<file path="src/hdl/tob_regs.vh">
`ifndef TOB_REGS_VH
`define TOB_REGS_VH
// Register byte addresses (index times four)
`define TOB_IDX_DCP 8'hf0
`define TOB_IDX_OBC 8'hfd
`define TOB_IDX_FLG 8'hfe
`define TOB_IDX_MSK 8'hff
`define TOB_ADDR_DCP 12'h3c0
`define TOB_ADDR_OBC 12'h3f4
`define TOB_ADDR_FLG 12'h3f8
`define TOB_ADDR_MSK 12'h3fc
// Reset values
`define TOB_RST_BYTE 8'h00
// Output action codes
`define TOB_ACT_SET 2'h0
`define TOB_ACT_TGL 2'h1
`define TOB_ACT_CLR 2'h2
`define TOB_ACT_NOP 2'h3
// Control field positions
`define TOB_OBC_C0_HI 7
`define TOB_OBC_C0_LO 6
`define TOB_OBC_C1_HI 5
`define TOB_OBC_C1_LO 4
`define TOB_OBC_OU_HI 3
`define TOB_OBC_OU_LO 2
`define TOB_OBC_OEV 1
`define TOB_OBC_OP 0
// Flag bits
`define TOB_FLG_CP0 7
`define TOB_FLG_CP1 6
`define TOB_FLG_CM0 5
`define TOB_FLG_CM1 4
`define TOB_FLG_OUF 3
`define TOB_FLG_CAPTURE_ZERO_OVERRUN 2
`define TOB_FLG_COMPARE_ZERO_OVERRUN 1
`define TOB_FLG_A0 0
// Mask bits
`define TOB_MSK_GLOBAL_TIMER_IRQ_ENABLE 7
`define TOB_MSK_CAPTURE_ZERO_DMA_MASK 6
`define TOB_MSK_CAPTURE_ZERO_IRQ_MASK 5
`define TOB_MSK_CAPTURE_ONE_IRQ_MASK 4
`define TOB_MSK_COMPARE_ZERO_DMA_MASK 3
`define TOB_MSK_COMPARE_ZERO_IRQ_MASK 2
`define TOB_MSK_COMPARE_ONE_IRQ_MASK 1
`define TOB_MSK_OUI 0
// Pointer bits
`define TOB_DCP_PTR2 2
`define TOB_DCP_DIR 1
`define TOB_DCP_AREA 0
// AXI responses
`define TOB_RESP_OKAY 2'h0
`define TOB_RESP_SLVERR 2'h2
`endif

</file>
<file path="src/hdl/tob_timer_out_b.v">
// What this block does
// - Compare-0 match drives pin B per action bits 7:6: set, toggle, reset, nop.
// - Compare-1 match drives pin B per action bits 5:4, same encoding.
// - Counter wrap drives pin B per action bits 3:2, same encoding.
// - Coinciding events: effective code is bitwise AND of their codes.
// - Wrap with event enable set gives a one-cycle on-chip event pulse.
// - Preset bit sets pin B level; reading it returns the pin level.
// - Capture-0 sets its flag; software setting it acts as capture 0.
// - Capture-1 sets its flag; software set captures 1 except bicapture.
// - Compare matches set compare flags; interrupt when global and own mask set.
// - Wrap sets wrap flag; interrupt when global enable and wrap mask set.
// - Capture-0 overrun on repeated request before clear or software capture.
// - Compare-0 overrun on repeated request before compare-0 flag cleared.
// - Combine bit 0 ORs capture interrupts, 1 ANDs them; software sets both masks.
// - Global enable 0 blocks all interrupts; 1 passes enabled sources.
// - Capture-0 DMA mask set by software, cleared by hardware at block end.
// - With capture-0 DMA mask set, capture-0 irq mask enables end-of-block irq.
// - Compare-0 DMA mask likewise; its irq mask then enables end-of-block irq.
// - Capture-1, compare-1 and wrap interrupts gated by their own masks.
// - Pointer bits 7:2 give DMA counter address MSBs; swap may toggle bit 2.
// - Direction bit driven by hardware: 0 capture-0 source, 1 compare-0 target.
// - Area bit selects memory (0) or register file (1) for DMA.
// - Swap enable permits pointer bit 2 toggling, at compare-0 DMA end of block only.
//
// The implementer's own choice: the AXI4-Lite interface to the registers.
`timescale 1ns/1ns
`default_nettype none
`include "tob_regs.vh"
module tob_timer_out_b (
  input wire ref_clk, // Timer clock, 100 MHz
  input wire rst_n, // Async reset, active low
  input wire [11:0] s_axi_awaddr, // Write address
  input wire s_axi_awvalid, // Write address valid
  output reg s_axi_awready, // Write address ready
  input wire [31:0] s_axi_wdata, // Write data
  input wire [3:0] s_axi_wstrb, // Write strobes
  input wire s_axi_wvalid, // Write data valid
  output reg s_axi_wready, // Write data ready
  output reg [1:0] s_axi_bresp, // Write response
  output reg s_axi_bvalid, // Write response valid
  input wire s_axi_bready, // Write response ready
  input wire [11:0] s_axi_araddr, // Read address
  input wire s_axi_arvalid, // Read address valid
  output reg s_axi_arready, // Read address ready
  output reg [31:0] s_axi_rdata, // Read data
  output reg [1:0] s_axi_rresp, // Read response
  output reg s_axi_rvalid, // Read valid
  input wire s_axi_rready, // Read ready
  input wire cmp0_match, // Compare-0 match pulse
  input wire cmp1_match, // Compare-1 match pulse
  input wire cnt_wrap, // Counter overflow/underflow pulse
  input wire cap0_event, // Hardware capture into register 0
  input wire cap1_event, // Hardware capture into register 1
  input wire bicapture_mode, // Timer in bicapture mode
  input wire swap_enable, // Swap mode; pointer bit 2 toggles at compare-0 DMA end of block
  input wire cap0_dma_req, // Capture-0 DMA request served
  input wire cmp0_dma_req, // Compare-0 DMA request served
  input wire cap0_dma_eob, // Capture-0 DMA end of block
  input wire cmp0_dma_eob, // Compare-0 DMA end of block
  input wire dma_dir_cmp, // Active channel is compare-0
  output reg timer_output_pin_b, // Output pin B level
  output reg wrap_event_pulse, // On-chip event pulse
  output reg sw_capture0_pulse, // Software capture on register 0
  output reg sw_capture1_pulse, // Software capture on register 1
  output reg capture_irq, // Capture group interrupt
  output reg compare_irq, // Compare group interrupt
  output reg wrap_irq, // Wrap interrupt
  output reg [7:0] dma_counter_pointer_q, // Pointer register view
  output reg [7:0] interrupt_dma_mask_q // Mask register view
);

  reg [7:1] obc_r; // Action bits and event enable
  reg [7:0] flg_r;
  reg [7:0] msk_r;
  reg [7:2] ptr_r;
  reg dir_r;
  reg area_r;
  reg [11:0] awaddr_r;
  reg aw_have_r;
  reg [7:0] wdata_r;
  reg w_have_r;
  reg w_strb_r;

  // Register select codes from the address decoder
  localparam [2:0] sel_none = 3'h0;
  localparam [2:0] sel_dcp = 3'h1;
  localparam [2:0] sel_obc = 3'h2;
  localparam [2:0] sel_flg = 3'h3;
  localparam [2:0] sel_msk = 3'h4;

  // Decode of a byte address into a register select
  function [2:0] reg_sel;
    input [11:0] a;
    begin
      case (a)
        `TOB_ADDR_DCP: reg_sel = sel_dcp;
        `TOB_ADDR_OBC: reg_sel = sel_obc;
        `TOB_ADDR_FLG: reg_sel = sel_flg;
        `TOB_ADDR_MSK: reg_sel = sel_msk;
        default: reg_sel = sel_none;
      endcase
    end
  endfunction

  // Apply one action code to the pin level
  function act_apply;
    input [1:0] code;
    input cur;
    begin
      case (code)
        `TOB_ACT_SET: act_apply = 1'b1;
        `TOB_ACT_TGL: act_apply = ~cur;
        `TOB_ACT_CLR: act_apply = 1'b0;
        default: act_apply = cur;
      endcase
    end
  endfunction

  wire do_wr = aw_have_r && w_have_r && !s_axi_bvalid;
  wire [2:0] wsel = reg_sel(awaddr_r);
  wire wr_obc = do_wr && w_strb_r && (wsel == sel_obc);
  wire wr_flg = do_wr && w_strb_r && (wsel == sel_flg);
  wire wr_msk = do_wr && w_strb_r && (wsel == sel_msk);
  wire wr_dcp = do_wr && w_strb_r && (wsel == sel_dcp);

  // Effective action: AND of codes of coinciding events; absent events act as NOP
  reg [1:0] act_eff;
  always @* begin
    act_eff = `TOB_ACT_NOP;
    if (cmp0_match) begin
      act_eff = act_eff & {obc_r[`TOB_OBC_C0_HI], obc_r[`TOB_OBC_C0_LO]};
    end
    if (cmp1_match) begin
      act_eff = act_eff & {obc_r[`TOB_OBC_C1_HI], obc_r[`TOB_OBC_C1_LO]};
    end
    if (cnt_wrap) begin
      act_eff = act_eff & {obc_r[`TOB_OBC_OU_HI], obc_r[`TOB_OBC_OU_LO]};
    end
  end
  wire any_evt = cmp0_match | cmp1_match | cnt_wrap;

  // Software set of capture flags as simulated captures
  wire sw_cp0 = wr_flg && wdata_r[`TOB_FLG_CP0] && !flg_r[`TOB_FLG_CP0];
  wire sw_cp1 = wr_flg && wdata_r[`TOB_FLG_CP1] && !flg_r[`TOB_FLG_CP1] && !bicapture_mode;
  wire cp0_set = cap0_event | sw_cp0;
  wire cp1_set = cap1_event | sw_cp1;

  // Flag next values: write of 0 clears, hardware set wins
  reg [7:0] flg_nxt;
  always @* begin
    flg_nxt = flg_r;
    if (wr_flg) begin
      flg_nxt = flg_r & wdata_r;
      flg_nxt[`TOB_FLG_A0] = wdata_r[`TOB_FLG_A0];
      flg_nxt[`TOB_FLG_CP1] = flg_r[`TOB_FLG_CP1] & wdata_r[`TOB_FLG_CP1];
    end
    // Hardware sets come last so they win over a clear
    if (cp0_set) begin
      flg_nxt[`TOB_FLG_CP0] = 1'b1;
    end
    if (cp1_set) begin
      flg_nxt[`TOB_FLG_CP1] = 1'b1;
    end
    if (cmp0_match) begin
      flg_nxt[`TOB_FLG_CM0] = 1'b1;
    end
    if (cmp1_match) begin
      flg_nxt[`TOB_FLG_CM1] = 1'b1;
    end
    if (cnt_wrap) begin
      flg_nxt[`TOB_FLG_OUF] = 1'b1;
    end
    // Repeated request before clear, or software capture, is an overrun
    if ((cap0_dma_req | cap0_event) && flg_r[`TOB_FLG_CP0] || sw_cp0) begin
      flg_nxt[`TOB_FLG_CAPTURE_ZERO_OVERRUN] = 1'b1;
    end
    if ((cmp0_dma_req | cmp0_match) && flg_r[`TOB_FLG_CM0]) begin
      flg_nxt[`TOB_FLG_COMPARE_ZERO_OVERRUN] = 1'b1;
    end
  end

  // Mask next value: DMA masks drop at end of block, which wins over a write
  reg [7:0] msk_nxt;
  always @* begin
    msk_nxt = wr_msk ? wdata_r : msk_r;
    if (cap0_dma_eob) begin
      msk_nxt[`TOB_MSK_CAPTURE_ZERO_DMA_MASK] = 1'b0;
    end
    if (cmp0_dma_eob) begin
      msk_nxt[`TOB_MSK_COMPARE_ZERO_DMA_MASK] = 1'b0;
    end
  end

  // Interrupt sources with DMA end-of-block substitution
  wire gten = msk_r[`TOB_MSK_GLOBAL_TIMER_IRQ_ENABLE];
  wire cp0_src = msk_r[`TOB_MSK_CAPTURE_ZERO_DMA_MASK] ? cap0_dma_eob : flg_r[`TOB_FLG_CP0];
  wire cm0_src = msk_r[`TOB_MSK_COMPARE_ZERO_DMA_MASK] ? cmp0_dma_eob : flg_r[`TOB_FLG_CM0];
  wire cp0_on = cp0_src & msk_r[`TOB_MSK_CAPTURE_ZERO_IRQ_MASK];
  wire cp1_on = flg_r[`TOB_FLG_CP1] & msk_r[`TOB_MSK_CAPTURE_ONE_IRQ_MASK];
  wire cap_comb = flg_r[`TOB_FLG_A0] ? (cp0_on & cp1_on) : (cp0_on | cp1_on);
  wire cmp_comb = (cm0_src & msk_r[`TOB_MSK_COMPARE_ZERO_IRQ_MASK]) | (flg_r[`TOB_FLG_CM1] & msk_r[`TOB_MSK_COMPARE_ONE_IRQ_MASK]);
  wire wrp_comb = flg_r[`TOB_FLG_OUF] & msk_r[`TOB_MSK_OUI];

  // Pin B, preset write and action logic
  always @(posedge ref_clk or negedge rst_n) begin
    if (!rst_n) begin
      timer_output_pin_b <= 1'b0;
      obc_r <= 7'h00;
    end else begin
      if (wr_obc) begin
        obc_r <= wdata_r[7:1];
        timer_output_pin_b <= wdata_r[`TOB_OBC_OP];
      end
      if (any_evt) begin
        timer_output_pin_b <= act_apply(act_eff, timer_output_pin_b);
      end
    end
  end

  // Flag and mask registers
  always @(posedge ref_clk or negedge rst_n) begin
    if (!rst_n) begin
      flg_r <= `TOB_RST_BYTE;
      msk_r <= `TOB_RST_BYTE;
    end else begin
      flg_r <= flg_nxt;
      msk_r <= msk_nxt;
    end
  end

  // One-cycle pulses for the on-chip event and software captures
  always @(posedge ref_clk or negedge rst_n) begin
    if (!rst_n) begin
      wrap_event_pulse <= 1'b0;
      sw_capture0_pulse <= 1'b0;
      sw_capture1_pulse <= 1'b0;
    end else begin
      wrap_event_pulse <= cnt_wrap & obc_r[`TOB_OBC_OEV];
      sw_capture0_pulse <= sw_cp0;
      sw_capture1_pulse <= sw_cp1;
    end
  end

  // Group interrupts; registered so the outputs never glitch
  always @(posedge ref_clk or negedge rst_n) begin
    if (!rst_n) begin
      capture_irq <= 1'b0;
      compare_irq <= 1'b0;
      wrap_irq <= 1'b0;
    end else begin
      capture_irq <= gten & cap_comb;
      compare_irq <= gten & cmp_comb;
      wrap_irq <= gten & wrp_comb;
    end
  end

  // DMA pointer; a software write wins over a swap toggle
  always @(posedge ref_clk or negedge rst_n) begin
    if (!rst_n) begin
      ptr_r <= 6'h00;
      dir_r <= 1'b0;
      area_r <= 1'b0;
    end else begin
      dir_r <= dma_dir_cmp;
      if (wr_dcp) begin
        ptr_r <= wdata_r[7:2];
        area_r <= wdata_r[`TOB_DCP_AREA];
      end else if (swap_enable && cmp0_dma_eob) begin
        ptr_r[`TOB_DCP_PTR2] <= ~ptr_r[`TOB_DCP_PTR2];
      end
    end
  end

  // Register views, one cycle behind the registers
  always @(posedge ref_clk or negedge rst_n) begin
    if (!rst_n) begin
      dma_counter_pointer_q <= `TOB_RST_BYTE;
      interrupt_dma_mask_q <= `TOB_RST_BYTE;
    end else begin
      dma_counter_pointer_q <= {ptr_r, dir_r, area_r};
      interrupt_dma_mask_q <= msk_r;
    end
  end

  // Write address channel; refused until the response is taken
  always @(posedge ref_clk or negedge rst_n) begin
    if (!rst_n) begin
      s_axi_awready <= 1'b1;
      aw_have_r <= 1'b0;
      awaddr_r <= 12'h000;
    end else begin
      if (s_axi_awvalid && s_axi_awready) begin
        awaddr_r <= s_axi_awaddr;
        aw_have_r <= 1'b1;
        s_axi_awready <= 1'b0;
      end else if (do_wr) begin
        aw_have_r <= 1'b0;
      end
      if (s_axi_bvalid && s_axi_bready) begin
        s_axi_awready <= 1'b1;
      end
    end
  end

  // Write data channel; only byte lane 0 carries register bits
  always @(posedge ref_clk or negedge rst_n) begin
    if (!rst_n) begin
      s_axi_wready <= 1'b1;
      w_have_r <= 1'b0;
      wdata_r <= 8'h00;
      w_strb_r <= 1'b0;
    end else begin
      if (s_axi_wvalid && s_axi_wready) begin
        wdata_r <= s_axi_wdata[7:0];
        w_strb_r <= s_axi_wstrb[0];
        w_have_r <= 1'b1;
        s_axi_wready <= 1'b0;
      end else if (do_wr) begin
        w_have_r <= 1'b0;
      end
      if (s_axi_bvalid && s_axi_bready) begin
        s_axi_wready <= 1'b1;
      end
    end
  end

  // Write response, one cycle after both halves are held
  always @(posedge ref_clk or negedge rst_n) begin
    if (!rst_n) begin
      s_axi_bvalid <= 1'b0;
      s_axi_bresp <= `TOB_RESP_OKAY;
    end else begin
      if (do_wr) begin
        s_axi_bvalid <= 1'b1;
        s_axi_bresp <= (wsel == sel_none) ? `TOB_RESP_SLVERR : `TOB_RESP_OKAY;
      end else if (s_axi_bvalid && s_axi_bready) begin
        s_axi_bvalid <= 1'b0;
      end
    end
  end

  // Read data; preset bit reads back the live pin level
  reg [7:0] rd_byte;
  always @* begin
    case (reg_sel(s_axi_araddr))
      sel_dcp: rd_byte = {ptr_r, dir_r, area_r};
      sel_obc: rd_byte = {obc_r, timer_output_pin_b};
      sel_flg: rd_byte = flg_r;
      sel_msk: rd_byte = msk_r;
      default: rd_byte = 8'h00;
    endcase
  end

  // AXI read channel, one read at a time
  always @(posedge ref_clk or negedge rst_n) begin
    if (!rst_n) begin
      s_axi_arready <= 1'b1;
      s_axi_rvalid <= 1'b0;
      s_axi_rdata <= 32'h00000000;
      s_axi_rresp <= `TOB_RESP_OKAY;
    end else begin
      if (s_axi_arvalid && s_axi_arready) begin
        s_axi_arready <= 1'b0;
        s_axi_rvalid <= 1'b1;
        s_axi_rdata <= {24'h000000, rd_byte};
        s_axi_rresp <= (reg_sel(s_axi_araddr) == sel_none) ? `TOB_RESP_SLVERR : `TOB_RESP_OKAY;
      end else if (s_axi_rvalid && s_axi_rready) begin
        s_axi_rvalid <= 1'b0;
        s_axi_arready <= 1'b1;
      end
    end
  end

endmodule // tob_timer_out_b
`default_nettype wire

</file>
<file path="config.mk">
export PLATFORM = sky130hd
export DESIGN_NAME = tob_timer_out_b
export DESIGN_NICKNAME = d
export VERILOG_FILES = /design/src/hdl/tob_timer_out_b.v
export VERILOG_INCLUDE_DIRS = /design/src /design/src/hdl
export SDC_FILE = /design/constraint.sdc
export NUM_CORES = 1
export LEC_CHECK = 0
export ABC_AREA = 0
export ABC_CLOCK_PERIOD_IN_PS = 5900
export BUFFER_PORTS_ARGS = -buffer_cell sky130_fd_sc_hd__buf_2
export CAP_MARGIN = 10
export CELL_PAD_IN_SITES_DETAIL_PLACEMENT = 0
export CELL_PAD_IN_SITES_GLOBAL_PLACEMENT = 1
export CORE_AREA = 3 3 122 153
export CTS_CLUSTER_SIZE = 16
export DETAILED_ROUTE_END_ITERATION = 7
export DIE_AREA = 0 0 125 156
export GPL_ROUTABILITY_DRIVEN = 0
export GPL_TIMING_DRIVEN = 0
export PLACE_DENSITY_LB_ADDON = 0.1
export RECOVER_POWER = 50
export SLEW_MARGIN = 15
export SYNTH_ARGS = -nofsm -noshare
export SYNTH_HDL_FRONTEND = slang
export SYNTH_SLANG_ARGS = --single-unit
export TNS_END_PERCENT = 1
</file>
<file path="constraint.sdc">
create_clock -name ref_clk -period 5.9 [get_ports ref_clk]
set_input_delay 0.59 -clock ref_clk [delete_from_list [all_inputs] [get_ports ref_clk]]
set_output_delay 0.59 -clock ref_clk [all_outputs]
set_load 0.005 [all_outputs]
</file>
=== After elaboration in Yosys (flattened, before gate mapping) ===
Index checks and enable logic that the tools add are counted.

* Bits in registers: 94
* Bits of input ports: 79
* Output and inout port bits: 64

* Equal/unequal tests: 19
* Multiplexer cells: 41
* Bitwise gates (word level): 24
* Reduce and logical (&&, ||, !) cells: 46

{| class="wikitable"
|+ Operators with widths
! cell !! number
|-
| $eq A12 B10 Y1 const B || 8
|-
| $reduce_bool A2 Y1 || 17
|-
| $pmux W8 S4 || 1
|-
| $mux W1 || 29
|-
| $pmux W3 S4 || 2
|-
| $logic_and A1 B1 Y1 || 20
|-
| $eq A3 B2 Y1 const B || 4
|-
| $and A1 B1 Y1 || 11
|-
| $mux W2 || 5
|-
| $and A8 B8 Y8 || 1
|-
| $mux W8 || 1
|-
| $or A1 B1 Y1 || 8
|-
| $mux W7 || 1
|-
| $eq A3 B1 Y1 const B || 2
|-
| $eq A3 B3 Y1 const B || 2
|-
| $logic_not A3 Y1 || 2
|-
| $and A2 B2 Y2 || 2
|-
| $logic_not A1 Y1 || 4
|-
| $ne A4 B1 Y1 const B || 1
|-
| $mux W3 || 1
|-
| $pmux W1 S3 || 1
|-
| $eq A2 B1 Y1 const B || 1
|-
| $eq A2 B2 Y1 const B || 1
|-
| $logic_not A2 Y1 || 1
|-
| 3 further kinds || 4
|}

=== Longest topological paths before layout ===
Gate-level depths: netlist of run 1.

* Depth after elaboration: 9
* Depth in mapped cells: 7
* Gate-level depth less buffers: 7

=== Least setup slack after synthesis of run 1 ===
No wires, ideal clock.

* Path type: input port to flip-flop
* Start: in s_axi_araddr[2]
* End: reg s_axi_rresp[1]
* Setup time: 138 ps
* Arrival: 1796 ps
* Slack: 3966 ps
* Cell stages on the path: 4
* Buffers on the path: 1
* Cell sequence: clkbuf_1 > nor4_2 > o211ai_1 > a21boi_0

* Cells in the longest elaborated chain, start to end: 5
* Elaborated cells on any way between the ends: 8
* Classes of those cells: eq/ne: 4; mux: 3; reduce/logical: 1

{| class="wikitable"
|+ Ends and longest elaborated chain
! what !! line !! text
|-
| start: declaration || tob_timer_out_b.v:42 || <nowiki>input wire [11:0] s_axi_araddr,</nowiki>
|-
| $eq A12 B10 Y1 || tob_timer_out_b.v:95 || <nowiki>case (a)</nowiki>
|-
| $pmux W3 S4 (*) || tob_timer_out_b.v:95 ||
|-
| $mux W3 (*) || tob_timer_out_b.v:362 || <nowiki>if (s_axi_arvalid && s_axi_arready) begin</nowiki>
|-
| $logic_not A3 Y1 (*) || tob_timer_out_b.v:366 || <nowiki>s_axi_rresp <= (reg_sel(s_axi_araddr) == sel_none) ? `TOB_RESP_SLVERR : `TOB_RESP_OKAY;</nowiki>
|-
| $mux W2 (no source line) (*) || -- ||
|-
| end signal: assignment || tob_timer_out_b.v:360 || <nowiki>s_axi_rresp <= `TOB_RESP_OKAY;</nowiki>
|-
| end signal: assignment || tob_timer_out_b.v:366 ||
|-
| end: declaration || tob_timer_out_b.v:46 || <nowiki>output reg [1:0] s_axi_rresp,</nowiki>
|}

Mark *: on every way between the ends. The rest lies on a longest branch, timed or not. The select of a mux whose other input is x is not followed.
A chain may end at the register's enable or synchronous reset.

=== Worst setup path in the final report of run 1 ===
Same ends and word-level chain as after synthesis.

==> flow_summary.toml, run 1 <==
[floorplanning]
rows = 54
dieWidth_um = 125
core_um2 = 17430
ios = 143
die-height_um = 156
start_util = 0.2260
dieArea_um2 = 19500

[synth]
ys_warn_count = 0
yosys.cell_types.count = 44
synthAdderAreaFrac = 0.008895
synth_compound_area_frac = 0.09498
synthXorXnorAreaFrac = 0.002224
synth-edff-count = 0
ys_async_sr_fraction = 1.000
synth_top_family_by_area = "multiplexers"
yosys.area_share.simple = 0.08736
synth.avg_cell_area_um2 = 12.23
muxShareOfSynthArea = 0.1468
synth_area_um2 = 3939
synth_seq_cells = 92
ys_seq_area_frac = 0.5855
synthCells = 322
ys.flop_type = "dfrtp_1"

[layout]
final_cell_mix = "buf_2 (89), dfrtp_1 (89), mux2_2 (34)"
layoutNonFillerInstCount = 675
area_growth_pct = 29.80
layout.nets = 527
drive_above_1_share = 0.3880
antennaDiodeCount = 0

[grt]
grtUsageTotal = 0.1080
grt_pass1_wl_mm = 16.08
antenna_found_initial = 0
grt_pass1_vias = 2809
grt-ovfl-total = 0
grt_max_degree = 61

[clock_network]
numClockSinks = 92
clk_pin_slew_ns = 0.07
insertion_delay_ns = 0.34
postCtsSetupRepairBufs = 0
ctsResizeCount = 0
ctsHtreeMaxLevel = 3
root_buffer = "clkbuf_16"
hold_buffers = 0
cts_buffers = 9
cts_tree = "yes"
clk_path_buf_depth = 2

[pwr]
vdd_drop_max_mv = 0.1484
leakage_uw = 0.002469
power_density_nw_per_um2 = 333.5

[sta]
rsz0062_at_grt = "no"
setup_viol = 0
fin_tns_setup_ns = 0
drv_slew = 33
maxSlewHeadroom = -0.2915
hold_viol_final = 0
period_share = 0.3875
worst_slew_pin_slew_ns = 1.937
period_minus_slack_ns = 2.286
clock.fmax_mhz = 437.4
skew_ns = 0.006188

[critical_path]
path_max_fanout = 9
r2r_start = "awaddr_r[10]$_DFFE_PN0P_"
worstSetupStartpoint = "s_axi_araddr[2]"
cp.arrival_ns = 2.49
endpoint_kind = "flop"
r2r-end = "flg_r[7]$_DFFE_PN0P_"
cp-start-kind = "input pin"
reg2regPathDepth = 4
cp-endpoint = "s_axi_rresp[1]$_DFFE_PN0P_"
r2r_slack_ns = 3.80
critPathRequiredTime_ns = 6.10
path_class = "in2reg"

[drt]
ant_nets = 0
remaining_drc_errors = 0
routedWlPerCell_um = 15.03
vias_per_cell = 4.076
dr.pass1.iters = 4
initialDrtViolationCount = 104
vias = 2751
drt_wl_total_mm = 10.15

[min_path]
hold_path.class = "in2reg"

[run]
maxCapViolCount = 1

[place]
dp_hpwl_mm = 7.765
dp.cells = 659
numPortBuffers = 87

[run_status]
violations = "max-capacitance violations, max-slew violations"
status = "finished, violations left"
-- critical path, cell delays in order --
cell and delay [ns]:
clkbuf_1 0.23, nor4_2 0.90, o211ai_1 0.51, a21boi_0 0.25
-- cells in the mapped netlist, types with 2 or more instances --
cell,instances,area (µm²)
mux2_4,5,75.07
or4_1,3,22.52
mux2i_1,12,120.1
clkbuf_1,3,11.26
nor4_1,2,12.51
nor2_1,8,30.03
buf_1,2,7.510
buf_2,3,15.01
nand4b_1,3,26.28
o211ai_1,2,15.01
a21oi_1,18,90.09
nor2b_1,3,18.77
o21ai_0,27,135.1
nand4bb_1,2,22.52
a211oi_1,10,75.07
nand2b_1,2,12.51
dfstp_2,3,78.83
inv_1,13,48.80
mux2_2,34,382.9
ha_1,2,25.02
dfrtp_1,89,2227
nand2_1,28,105.1
nor3_1,2,10.01
buf_4,26,195.2
-- kinds of logic (layout without fill, tap and decap cells) --
kind of cell,count (synthesis),in the layout
buffers and inverters,48,152
other,1,26
multiplexers,51,51
AO/OA/AOI/OAI,64,64
AND/OR/NAND/NOR,62,62
XOR/XNOR,1,1
flip-flops,92,92
adder cells (fa/ha/maj),3,3
-- worst min path at each step --
| stage | cells past startpoint | start | endpoint |
|---|---|---|---|
| floorplan | 0 | rst_n | area_r$_DFFE_PN0P_ |
| global placement | 0 | dir_r$_DFF_PN0_ | dma_counter_pointer_q[1]$_DFF_PN0_ |
| detailed placement | 0 | dir_r$_DFF_PN0_ | dma_counter_pointer_q[1]$_DFF_PN0_ |
| CTS | 1 | rst_n | s_axi_rdata[6]$_DFFE_PN0P_ |
| global route | 1 | dma_dir_cmp | dir_r$_DFF_PN0_ |
| finish | 1 | dma_dir_cmp | dir_r$_DFF_PN0_ |
-- registers in the layout, indices dropped and copies added, names as in the netlist, 6 cells and up --
signal,cells
s_axi_rdata,8
ptr_r,6
awaddr_r,12
dma_counter_pointer_q,8
wdata_r,8
interrupt_dma_mask_q,8
obc_r,7
flg_r,8
msk_r,8
-- report_power, final --
group	internal [µW]	total (µW)	leakage [µW]	switching, µW
combinational	130	227	0.00114	96.9
sequential	732	830	0.00117	98.1
clock	406	648	0.000162	242
-- stage by stage --
step | total power (µW) | utilization | hold slack [ns] | setup slack [ns] | instance area (µm²)
after floorplan | 964.0 | - | 0.2944 | 3.966 | 4033
after global placement | 1071 | 0.2724 | 0.3816 | 3.217 | 4748
after detailed placement | 1083 | 0.2743 | 0.3821 | 3.210 | 4782
after CTS | 1748 | 0.2937 | 0.1264 | 3.586 | 5120
after global routing | 1811 | 0.2933 | 0.3382 | 3.414 | 5112
final | 1705 | 0.2933 | 0.3551 | 3.614 | 5112
-- per-layer routing --
| metal | routed length, µm | global-route usage | vias up |
|---|---|---|---|
| met1 | 4180 | 0.1255 | 1325 |
| met2 | 5144 | 0.1838 | 79 |
| li1 | - | - | 1336 |
| met4 | 187 | 0.04959 | 0 |
| met5 | 0 | 0 | - |
| met3 | 634 | 0.03253 | 11 |
-- cell type report --
cell class | count | area, µm²
buffer | 35 | 240.2
fill | 1889 | 12320
timing repair buffer | 88 | 461.7
multi-input combinational | 207 | 1438
clock buffer | 13 | 270.3
sequential | 92 | 2306
inverter | 13 | 48.80
clock inverter | 3 | 67.56
tap | 224 | 280.3
Power figures use the tool's default switching activity.
==> inputs of run 2 (changes only) <==
- ABC_CLOCK_PERIOD_IN_PS: 5900 -> 2000
- clock period: 5.9 -> 2 ns (I/O delays scaled with it)
==> run 2 against run 1 <==
The run now ends clean; final cell count is 0.74% higher; via count is 0.44% higher; critical path depth stayed put; first-iteration DRC count is 5.8% higher; critical endpoint is now ptr_r[6]$_DFFE_PN0P_; largest cell class unchanged; largest power group unchanged.
==> flow_summary.toml, run 2 (synthesis gave the netlist of run 1 again) <==
[clock_network]
insertion_delay_ns = 0.34
cts_tree = "yes"
numClockSinks = 92
clk_path_buf_depth = 2
clk_pin_slew_ns = 0.06
root_buffer = "clkbuf_16"
cts_buffers = 9
ctsHtreeMaxLevel = 3

[grt]
grt_pass1_vias = 2819
grtUsageTotal = 0.1082
grt_max_degree = 61
grt_pass1_wl_mm = 16.13
antenna_found_initial = 0
grt-ovfl-total = 0

[layout]
layout.nets = 532
area_growth_pct = 32.56
regMostFlops = "awaddr_r"
fill_cells = 1875
largest_reg_flops = 12
layoutNonFillerInstCount = 680
stdcell_area_um2 = 5221
seqCellArea_um2 = 2307
multi_input_area_um2 = 1481
drive_above_1_share = 0.4013
final_cell_mix = "buf_2 (88), dfrtp_1 (88), mux2_2 (34)"
fin_util = 0.2995
antennaDiodeCount = 0

[critical_path]
endpoint_kind = "flop"
r2r_start = "awaddr_r[5]$_DFFE_PN0P_"
cp.arrival_ns = 2.21
path_max_fanout = 9
r2r_slack_ns = 0.02
path_class = "reg2reg"
cp-start-kind = "flop"
r2r-end = "ptr_r[6]$_DFFE_PN0P_"
reg2regPathDepth = 4
critPathRequiredTime_ns = 2.23

[drt]
routedWlPerCell_um = 14.98
vias_per_cell = 4.063
remaining_drc_errors = 0
vias = 2763
ant_nets = 0
dr.pass1.iters = 4
drt_wl_total_mm = 10.19
initialDrtViolationCount = 110

[place]
dp_hpwl_mm = 7.765
post_dp_cell_area_um2 = 4782
numPortBuffers = 87
dp.cells = 659

[floorplanning]
dieWidth_um = 125
core_um2 = 17430
die-height_um = 156
ios = 143
dieArea_um2 = 19500
rows = 54
start_util = 0.2260

[min_path]
hold_end = "sw_capture1_pulse$_DFF_PN0_"
hold_path.class = "in2reg"
worstHoldStart = "bicapture_mode"
whs_path_depth = 2

[sta]
worst_slew_pin_slew_ns = 0.8954
skew_ns = 0.006779
drv_slew = 0
maxSlewHeadroom = 0.4031
setup_viol = 0
clock.fmax_mhz = 504.0
hold_viol_final = 0
fin_tns_setup_ns = 0
period_minus_slack_ns = 1.984
period_share = 0.9920
rsz0062_at_grt = "yes"

[pwr]
p_comb_frac = 0.139
p_int_uw = 3777
leakage_uw = 0.002506
switching_share = 0.2594
p_clk_frac = 0.375
p_sw_uw = 1323
power_density_nw_per_um2 = 976.9
seqPwrFrac = 0.485
vdd_drop_max_mv = 0.4323

[run]
maxCapViolCount = 0

[run_status]
status = "completed"
## run 2: changes by cell type in the layout (fill, tap and decap cells not counted), moves of 2 or more
| cell | previous run | this run |
|---|---|---|
| nand4bb_1 | 2 | 0 |
| o21ai_0 | 27 | 24 |
| or4_1 | 3 | 1 |
| dlygate4sd3_1 | 0 | 4 |
| o21ai_1 | 0 | 3 |
| or4_4 | 0 | 2 |
## run 2: worst max path at each step
stage                        startpoint                          to  slack (ns)  cells past startpoint
6_report        awaddr_r[5]$_DFFE_PN0P_        ptr_r[6]$_DFFE_PN0P_        0.02                      4
4_1_cts         awaddr_r[5]$_DFFE_PN0P_        ptr_r[6]$_DFFE_PN0P_       0.004                      4
3_3_place_gp                      rst_n     awaddr_r[9]$_DFFE_PN0P_       -0.29                      1
3_5_place_dp            s_axi_araddr[2]  s_axi_rresp[1]$_DFFE_PN0P_       -0.30                      4
2_1_floorplan   awaddr_r[2]$_DFFE_PN0P_          area_r$_DFFE_PN0P_         0.1                      4
5_1_grt        s_axi_bvalid$_DFFE_PN0P_        obc_r[5]$_DFFE_PN0P_       -0.05                      4
## run 2: what timing repair did
action	4_1_cts	5_1_grt
endpoints found under the setup margin	20	24
hold buffers	4	0
endpoints found under the hold margin	33	0
pin swaps	3	0
buffers inserted	1	0
resized for setup	4	9
## run 2: critical path, stage by stage, from the launching register on
cell,delay [ns]
dfrtp_1,0.42
or4_4,0.55
or4_1,0.43
buf_6,0.17
mux2_4,0.30
## run 2: layer usage
metal / up-vias / track usage / part of all wire
li1: 1346 / - / -
met1: 1327 / 0.1263 / 0.41
met2: 78 / 0.1843 / 0.51
met3: 12 / 0.03151 / 0.061
met4: 0 / 0.04959 / 0.020
met5: - / 0 / 0
## run 2: power groups by stage
stage               Sequential (µW)  Clock [µW]  Combinational, µW
global placement               2490           0                666
finish                         2470        1920                711
detailed placement             2510           0                688
floorplan                      2380           0                465
CTS                            2480        2000                718
global route                   2540        2070                801
## run 2: cell type report
cell class | count | area share
sequential | 92 | 0.4419
multi-input combinational | 207 | 0.2837
tap | 224 | 0.05368
buffer | 35 | 0.04649
timing repair buffer | 93 | 0.1002
clock inverter | 3 | 0.01294
clock buffer | 13 | 0.05176
inverter | 13 | 0.009346
## run 2: stage by stage
stage                     hold WS [ns]  power, µW  setup slack (ns)
after CTS                     0.002134       5198          0.003803
final                          0.02196       5101           0.01601
after global routing          0.001863       5407          -0.04927
after detailed placement        0.1184       3193           -0.2998
after floorplan               -0.09559       2844           0.09911
after global placement          0.3160       3158           -0.2926
